`config.mk`:
```
export PLATFORM = sky130hd
export DESIGN_NAME = odac_serial_load
export DESIGN_NICKNAME = d
export VERILOG_FILES = /design/src/rtl/odac_latch_mem.v /design/src/rtl/odac_serial_load.v
export VERILOG_INCLUDE_DIRS = /design/src /design/src/include
export SDC_FILE = /design/constraint.sdc
export NUM_CORES = 1
export LEC_CHECK = 0
export BUFFER_PORTS_ARGS = -buffer_cell sky130_fd_sc_hd__buf_2
export CAP_MARGIN = 25
export CORE_ASPECT_RATIO = 0.75
export CORE_MARGIN = 2
export CORE_UTILIZATION = 60
export CTS_CLUSTER_SIZE = 12
export DETAILED_ROUTE_END_ITERATION = 16
export PLACE_DENSITY = 0.78
export SYNTH_ARGS = -nofsm -noshare
export SYNTH_HDL_FRONTEND = slang
export SYNTH_SLANG_ARGS = --single-unit
```
`constraint.sdc`:
```
create_clock -name clk -period 4.45 [get_ports clk]
set_clock_uncertainty 0.15 [all_clocks]
set_input_delay 1.335 -clock clk [delete_from_list [all_inputs] [get_ports clk]]
set_output_delay 1.335 -clock clk [all_outputs]
set_load 0.05 [all_outputs]
```
`src/include/odac_regs.vh`:
```
// Constants for the octal converter serial load logic
// Function
// - Sample data on serial clock falling edges
// - Frame sync low enables shifting
// - Matching word loads latch on sixteenth edge
// - Twelve data, address, three select bits
// - Address mismatch discards the word
// - Serial output passes all words
// - Shift register output drives serial out
// - Update low copies input to output latches
// - Clear low forces output latches to zero
// - Select bits decode binary channel number
// - Stop shifting after sixteen bits until resync
// - Serial out changes on following rising edge
// - Clear leaves input latches untouched
`ifndef ODAC_REGS_VH
`define ODAC_REGS_VH
`define ODAC_WORD_BITS 16
`define ODAC_DATA_BITS 12
`define ODAC_DATA_MSB 15
`define ODAC_DATA_LSB 4
`define ODAC_ADDR_BIT 3
`define ODAC_SEL_MSB 2
`define ODAC_SEL_LSB 0
`define ODAC_CHANNELS 8
`define ODAC_CNT_LAST 5'h10
`define ODAC_DATA_RESET 12'h000
`endif

```
`src/rtl/odac_latch_mem.v`:
```
// Eight-word latch bank with registered read port
`timescale 1ns/1ps
`default_nettype none
`include "odac_regs.vh"
module odac_latch_mem #(
	parameter WIDTH = `ODAC_DATA_BITS,
	parameter DEPTH = `ODAC_CHANNELS,
	parameter AW = 3
) (
	// Clock and reset
	input wire clk,
	input wire rst,
	// Write port
	input wire wr_en,
	input wire [AW-1:0] wr_addr,
	input wire [WIDTH-1:0] wr_data,
	// Read port
	input wire [AW-1:0] rd_addr,
	output reg [WIDTH-1:0] rd_data
);
	reg [WIDTH-1:0] mem [0:DEPTH-1];
	integer i;

	// Write and registered read; reset clears contents
	always @(posedge clk) begin
		if (rst) begin
			for (i = 0; i < DEPTH; i = i + 1) begin
				mem[i] <= {WIDTH{1'b0}};
			end
			rd_data <= {WIDTH{1'b0}};
		end else begin
			if (wr_en) begin
				mem[wr_addr] <= wr_data;
			end
			rd_data <= mem[rd_addr];
		end
	end
endmodule // odac_latch_mem
`default_nettype wire

```
`src/rtl/odac_serial_load.v`:
```
// Serial loading logic of the octal converter: shifter, input latches, output latches
`timescale 1ns/1ps
`default_nettype none
`include "odac_regs.vh"
module odac_serial_load #(
	parameter DW = `ODAC_DATA_BITS,
	parameter NCH = `ODAC_CHANNELS
) (
	// Clock and reset
	input wire clk,
	input wire rst,
	// Serial link pins
	input wire frame_sync_n,
	input wire serial_clock_in,
	input wire serial_data_in,
	output reg serial_data_out,
	// Control pins
	input wire device_address_pin,
	input wire latch_update_n,
	input wire output_zero_n,
	// Output latch values, channel 0 in low bits
	output reg [NCH*DW-1:0] dac_codes,
	// Pulse when a matching word is written
	output reg load_done
);
	// Two-flop synchronisers, one pair per pin
	reg [1:0] fs_sync_reg;
	reg [1:0] ck_sync_reg;
	reg [1:0] di_sync_reg;
	reg [1:0] ad_sync_reg;
	reg [1:0] up_sync_reg;
	reg [1:0] zr_sync_reg;
	// Previous synchronised levels for edge detection
	reg ck_prev_reg;
	reg fs_prev_reg;
	// Synchronised pin levels and detected edges
	wire fs_n;
	wire ck;
	wire di;
	wire addr_pin;
	wire upd_n;
	wire zero_n;
	wire ck_fall;
	wire ck_rise;
	wire fs_fall;
	wire take_bit; // A bit is shifted in this cycle
	// Frame state
	localparam ST_IDLE = 3'b001;
	localparam ST_SHIFT = 3'b010;
	localparam ST_DONE = 3'b100;
	reg [2:0] state_reg;
	reg [2:0] state_next;
	reg [4:0] cnt_reg;
	reg [15:0] shift_reg;
	reg [15:0] word;
	// Latch bank access
	reg wr_en_reg;
	reg [2:0] wr_addr_reg;
	reg [DW-1:0] wr_data_reg;
	reg [2:0] scan_reg;
	reg [2:0] scan_d_reg;
	reg stale_reg; // Last read raced a write to the same word
	wire [DW-1:0] rd_data;
	reg [DW-1:0] in_copy [0:NCH-1];
	integer k;
	integer j;

	// Word fields
	function addr_ok;
		input [15:0] w;
		input a;
		begin
			addr_ok = (w[`ODAC_ADDR_BIT] == a);
		end
	endfunction

	// Count value while the sixteenth bit is taken
	function last_bit;
		input [4:0] c;
		begin
			last_bit = (c == `ODAC_CNT_LAST - 5'h1);
		end
	endfunction

	// Two-flop pin synchronisers
	always @(posedge clk) begin
		if (rst) begin
			fs_sync_reg <= 2'h3;
			ck_sync_reg <= 2'h0;
			di_sync_reg <= 2'h0;
			ad_sync_reg <= 2'h0;
			up_sync_reg <= 2'h3;
			zr_sync_reg <= 2'h3;
			ck_prev_reg <= 1'b0;
			fs_prev_reg <= 1'b1;
		end else begin
			fs_sync_reg <= {fs_sync_reg[0], frame_sync_n};
			ck_sync_reg <= {ck_sync_reg[0], serial_clock_in};
			di_sync_reg <= {di_sync_reg[0], serial_data_in};
			ad_sync_reg <= {ad_sync_reg[0], device_address_pin};
			up_sync_reg <= {up_sync_reg[0], latch_update_n};
			zr_sync_reg <= {zr_sync_reg[0], output_zero_n};
			ck_prev_reg <= ck_sync_reg[1];
			fs_prev_reg <= fs_sync_reg[1];
		end
	end
	assign fs_n = fs_sync_reg[1];
	assign ck = ck_sync_reg[1];
	assign di = di_sync_reg[1];
	assign addr_pin = ad_sync_reg[1];
	assign upd_n = up_sync_reg[1];
	assign zero_n = zr_sync_reg[1];
	assign ck_fall = ck_prev_reg & ~ck;
	assign ck_rise = ~ck_prev_reg & ck;
	assign fs_fall = fs_prev_reg & ~fs_n;
	assign take_bit = (state_reg == ST_SHIFT) & ~fs_n & ck_fall;

	// Incoming word after this falling edge
	always @* begin
		word = {shift_reg[14:0], di};
	end

	// Frame state selection
	always @* begin
		case (state_reg)
			ST_IDLE: state_next = (fs_fall | ~fs_n) ? ST_SHIFT : ST_IDLE;
			ST_SHIFT: begin
				if (fs_n) state_next = ST_IDLE;
				else if (ck_fall && last_bit(cnt_reg)) state_next = ST_DONE;
				else state_next = ST_SHIFT;
			end
			ST_DONE: state_next = fs_fall ? ST_SHIFT : (fs_n ? ST_IDLE : ST_DONE);
			default: state_next = ST_IDLE;
		endcase
	end

	// Frame state and bit counter; counter clears outside the shift state
	always @(posedge clk) begin
		if (rst) begin
			state_reg <= ST_IDLE;
			cnt_reg <= 5'h00;
		end else begin
			state_reg <= state_next;
			if (state_reg != ST_SHIFT) begin
				cnt_reg <= 5'h00;
			end else if (take_bit) begin
				cnt_reg <= cnt_reg + 5'h01;
			end
		end
	end

	// Input shift register, bit 15 arrives first
	always @(posedge clk) begin
		if (rst) begin
			shift_reg <= 16'h0000;
		end else if (take_bit) begin
			shift_reg <= word;
		end
	end

	// Latch write request on the sixteenth bit of a matching word
	always @(posedge clk) begin
		if (rst) begin
			wr_en_reg <= 1'b0;
			wr_addr_reg <= 3'h0;
			wr_data_reg <= `ODAC_DATA_RESET;
			load_done <= 1'b0;
		end else begin
			wr_en_reg <= 1'b0;
			load_done <= 1'b0;
			if (take_bit && last_bit(cnt_reg) && addr_ok(word, addr_pin)) begin
				wr_en_reg <= 1'b1;
				wr_addr_reg <= word[`ODAC_SEL_MSB:`ODAC_SEL_LSB];
				wr_data_reg <= word[`ODAC_DATA_MSB:`ODAC_DATA_LSB];
				load_done <= 1'b1;
			end
		end
	end

	// Daisy-chain out; shifted bit leaves on next rising edge, match or not
	always @(posedge clk) begin
		if (rst) begin
			serial_data_out <= 1'b0;
		end else if (ck_rise) begin
			serial_data_out <= shift_reg[15];
		end
	end

	// Input latch bank
	odac_latch_mem #(.WIDTH(DW), .DEPTH(NCH), .AW(3)) u_mem (
		.clk(clk),
		.rst(rst),
		.wr_en(wr_en_reg),
		.wr_addr(wr_addr_reg),
		.wr_data(wr_data_reg),
		.rd_addr(scan_reg),
		.rd_data(rd_data)
	);

	// Scan copy of all channels; a read racing a write is dropped
	always @(posedge clk) begin
		if (rst) begin
			scan_reg <= 3'h0;
			scan_d_reg <= 3'h0;
			stale_reg <= 1'b0;
			for (k = 0; k < NCH; k = k + 1) in_copy[k] <= `ODAC_DATA_RESET;
		end else begin
			scan_reg <= scan_reg + 3'h1;
			scan_d_reg <= scan_reg;
			stale_reg <= wr_en_reg & (scan_reg == wr_addr_reg);
			if (!stale_reg) in_copy[scan_d_reg] <= rd_data;
			if (wr_en_reg) in_copy[wr_addr_reg] <= wr_data_reg;
		end
	end

	// Output latches: clear wins, update copies all at once
	always @(posedge clk) begin
		if (rst) begin
			dac_codes <= {NCH*DW{1'b0}};
		end else begin
			for (j = 0; j < NCH; j = j + 1) begin
				if (!zero_n) dac_codes[j*DW +: DW] <= `ODAC_DATA_RESET;
				else if (!upd_n) dac_codes[j*DW +: DW] <= in_copy[j];
			end
		end
	end
endmodule // odac_serial_load
`default_nettype wire

```
# Word level (Yosys, flattened, before mapping)
# Memories as Yosys holds them, arrays and structs flattened. A register that Yosys moved wholly into a read port is not among the register bits.
# Cells that the tools add are included.
[totals]
ff_bits = 62
latch_bits = 0
ram_bits = 192
rom_bits = 0
elab_cells = 80
n_memories = 2
[memory_table]
columns = ["memory", "depth", "width", "rd", "rd_clocked_by_memory_dff", "wr", "line", "source"]
rows = [
  ["in_copy", 8, 12, 8, 8, 8, "odac_serial_load.v:64", "reg [DW-1:0] in_copy [0:NCH-1];"],
  ["u_mem.mem", 8, 12, 1, 1, 8, "odac_latch_mem.v:21", "reg [WIDTH-1:0] mem [0:DEPTH-1];"],
]
[classes]
addsub = 2
n_mul = 0
div_mod_pow = 0
order_cmp = 0
n_eq_ne = 7
shifts = 0
mux = 24
bitwise = 11
n_reduce_logical = 16
[ops]
columns = ["operator", "count"]
rows = [
  ["$mux W12", 3],
  ["$reduce_or A12 Y1", 3],
  ["$mux W3", 7],
  ["$mux W1", 12],
  ["$pmux W3 S3", 1],
  ["$logic_not A1 Y1", 8],
  ["$and A1 B1 Y1", 6],
  ["$add A5 B1 Y5 const B", 1],
  ["$eq A5 B4 Y1 const B", 1],
  ["$not A1 Y1", 4],
  ["$reduce_or A2 Y1", 2],
  ["$add A3 B1 Y3 const B", 1],
  ["$eq A3 B1 Y1 const B", 1],
  ["$eq A3 B2 Y1 const B", 1],
  ["$eq A3 B3 Y1", 1],
  ["$eq A3 B3 Y1 const B", 1],
  ["$logic_and A1 B1 Y1", 3],
  ["$ne A3 B2 Y1 const B", 1],
  ["$mux W2", 1],
  ["$eq A1 B1 Y1", 1],
  ["$or A1 B1 Y1", 1],
]

# Logic depth before layout (Yosys ltp)
[depth]
depth_word = 6
ltp_mapped = 7

# Cells and area by module
# From an unflattened synthesis, not the netlist that was laid out.
[hier_totals]
cells_unflattened = 1140
area_unflattened_um2 = 14550.2
[modules_own_cells]
columns = ["mod", "n_inst", "cells_per_inst", "area_each_um2", "seq_area_each_um2"]
rows = [
  ["odac_serial_load", 1, 850, 9885.7, 6045.8],
  ["odac_latch_mem", 1, 290, 4664.5, 3123.0],
]

# Worst setup path after synthesis
# OpenSTA, ideal clock, no wires.
[synth_path]
path_type = "in2reg"
startpoint = "input port rst"
endpoint = "memory in_copy[1][0] (netlist name), enable pin"
arrival_ns = 3.260
path_slack_ns = 0.657
path_stages = 3
path_cell_list = "or3b_2 o21ai_0 o21bai_1"
[synth_lines]
columns = ["element", "line", "source"]
rows = [
  ["from (decl)", "odac_serial_load.v:11", "input wire rst,"],
  ["to (decl)", "odac_serial_load.v:64", ""],
]

==> metrics.cfg <==
[global_routing]
grt_pass1_vias=8803
grt_max_degree=62
overflow=0
grt_antenna_before_repair=1
grt_first_pass_wirelength_microns=53000
grt_usage_pct=27.9

[synthesis]
ys.flop_type=edfxtp_1
synth-xor-area-share_pct=0.424
synth-edff-count=192
synth-adder-area-share_pct=0.260
ys_seq_elements=362
syn_inst=1104
ys_seq_area_share_pct=63.4
syn_avg_cell_area_sq_um=13.1
synth-simple-area-share_pct=11.8
syn_area_sq_um=14500
synth-compound-area-share_pct=8.95
synth-async-reset-ratio_pct=0
synth.distinct_cells=50
synth_mux_area_share_pct=11.5
synth_fp_nets=1115
synth_top_family_by_area=simple AND/OR/NAND/NOR gates
yosysWarnings=0

[pwr]
irDropWorstVdd_uv=267
p_leak_uw=0.00744
p_per_area_nw_per_um2=437

[sta]
slew_headroom_pct=22.8
period_needed_ns=3.22
worst_pin_slew_ns=1.15
grt_setup_unrepaired=no
fmax_mhz=311
setup_viol=0
hold_viol=0
fin_tns_setup_ns=0
period_share_pct=72.3
slew_viol_final=0

[clock_tree]
path_clk_slew_ns=0.06
clock-sinks=362
cts_resized=0
cts_setup_buffers=0
cts_htree_levels=2
clock-root-buffer=clkbuf_16
clk_latency_ns=0.53
numCtsBuffers=37
clockBufferDepth=3
cts_tree=done
cts-hold-fix-buffers=0

[placement]
place_congestion=0.963
hpwl_microns=22200
io_buffers=105
place_area_sq_um=15100

[layout]
drive_gt1_share_pct=19.2
multiInputGateArea_sq_um=4770
register_area_sq_um=9170
nFillCells=1682
syn2layout_area_growth_pct=12.1
fin_area_sq_um=16200
layout.nets=1177
reg_top3=dac_codes x96, in_copy x96, u_mem.mem x96
diodes=0

[worst_hold_path]
worstHoldPathType=reg -> reg

[drt]
drc=0
drt_iter0_drc=1171
drtAntennaViolNets=0
vias_per_cell=6.17
wire_per_inst_microns=23.3
num_vias=9261
drtPass1Iterations=6
drt-total-wl_microns=35000

[floorplanning]
num_io_pins=106
coreArea_sq_um=23800
die_y_microns=138
rows=49
die_w_microns=183
die_area_sq_um=25400
start_util_pct=60.8

[critical_path]
reg2reg_slack_ns=1.67
cp.arrival_ns=3.23
worstSetupPathType=in -> reg
critical_path_peak_fanout=41
slowest_delay_ns=0.69
critPathRequiredTime_ns=4.46
path_delay_family=simple AND/OR/NAND/NOR gates
cp_slowest_cell=and3b_4
cp-end-kind=flip-flop
crit_chain=buf_2 -> and3b_4 -> and3_1 -> or3_1
cp-start-kind=input pin
crit_buf_inv=1

[flow_run]
maxCapViolations=0

[status]
status=complete, no violations

## metrics by stage
step | util, % | instances | setup WS [ns] | hold slack, ns | power, uW
final | 68.1 | 1501 | 1.23 | 0.267 | 7090
after global routing | 68.1 | 1501 | 1.14 | 0.272 | 7270
after CTS | 68.1 | 1501 | 1.28 | 0.268 | 7110
after detailed placement | 63.4 | 1433 | 0.748 | 0.245 | 4210
after global placement | 63.3 | 1431 | 0.837 | 0.246 | 4200
after floorplan | - | 1104 | 0.657 | 0.239 | 4060
## final timing paths
check            startpoint              to  cells after the start
max                     rst   in_copy[7][6]                      4
min          fs_sync_reg[0]  fs_sync_reg[1]                      1
max reg2reg  wr_addr_reg[0]   in_copy[2][1]                      3
min reg2reg  fs_sync_reg[0]  fs_sync_reg[1]                      1
## per-layer routing
layer / global-route usage (%) / vias up / share of wire [%]
li1: - / 4145 / -
met1: 41.8 / 4448 / 42
met5: 0 / - / 0.051
met2: 37.5 / 589 / 41
met4: 11.5 / 2 / 3.6
met3: 9.01 / 77 / 14
## synth_stat cells, drive strengths merged (5+ instances only)
library cell | n | area (sq um)
a21oi | 19 | 95.1
dfxtp | 170 | 3400
and3 | 76 | 475
buf | 67 | 364
and2 | 24 | 150
xnor2 | 5 | 43.8
or2 | 10 | 62.6
edfxtp | 192 | 5770
clkbuf | 39 | 146
mux2i | 112 | 1120
nand3 | 19 | 95.1
nor3 | 6 | 30.0
nand2 | 34 | 128
nor2 | 108 | 405
nand2b | 5 | 31.3
mux4 | 24 | 541
o21ai | 22 | 110
nor2b | 15 | 96.3
a22o | 36 | 315
a21o | 72 | 541
or3 | 7 | 48.8
## cell type report
cell class | instances | area share [%]
inverter | 3 | 0.0695
clock buffer | 65 | 6.87
multi-input combinational | 633 | 29.5
clock inverter | 3 | 0.131
tap | 306 | 2.36
timing repair buffer | 129 | 4.51
sequential | 362 | 56.6
## cells by family (layout without fill, tap and decap cells)
| logic type | after synthesis | in the layout |
|---|---|---|
| xor gates and xnor gates | 7 | 7 |
| adders and majority gates | 3 | 3 |
| muxes | 136 | 136 |
| DFF | 362 | 362 |
| AOI/OAI and AO/OA | 165 | 165 |
| and+or+nand+nor | 322 | 322 |
| buffers and inverters | 109 | 200 |
## placed cells by master (no fill, tap or decap), types with 3 or more instances in the layout
cell type  count
a2111oi_4      4
a21o_1        72
a21oi_1       19
a22o_1        36
and2_1        24
and3_1        76
buf_2        105
buf_4         22
clkbuf_1      22
clkbuf_16     39
clkbuf_8       4
dfxtp_1      169
edfxtp_1     192
ha_1           3
inv_1          3
mux2i_1      112
mux4_2        24
nand2_1       33
nand2b_1       5
nand3_1       19
nor2_1       108
nor2b_1       14
nor3_1         6
nor3b_1        3
o21ai_0       22
or2_2          9
or3_1          6
xnor2_1        5
## power by group
part	switching, uW	internal (uW)	leakage [uW]	total (uW)
Clock	1240	1700	0.000544	2930
Sequential	140	3640	0.00330	3780
Combinational	234	136	0.00359	370
## worst reg2reg max path: stages, from the launching register on
cell and delay, ns:
dfxtp_1 0.64, and2b_1 0.62, a2111oi_4 1.01, a21o_1 0.23
Power figures use the tool's default switching activity.
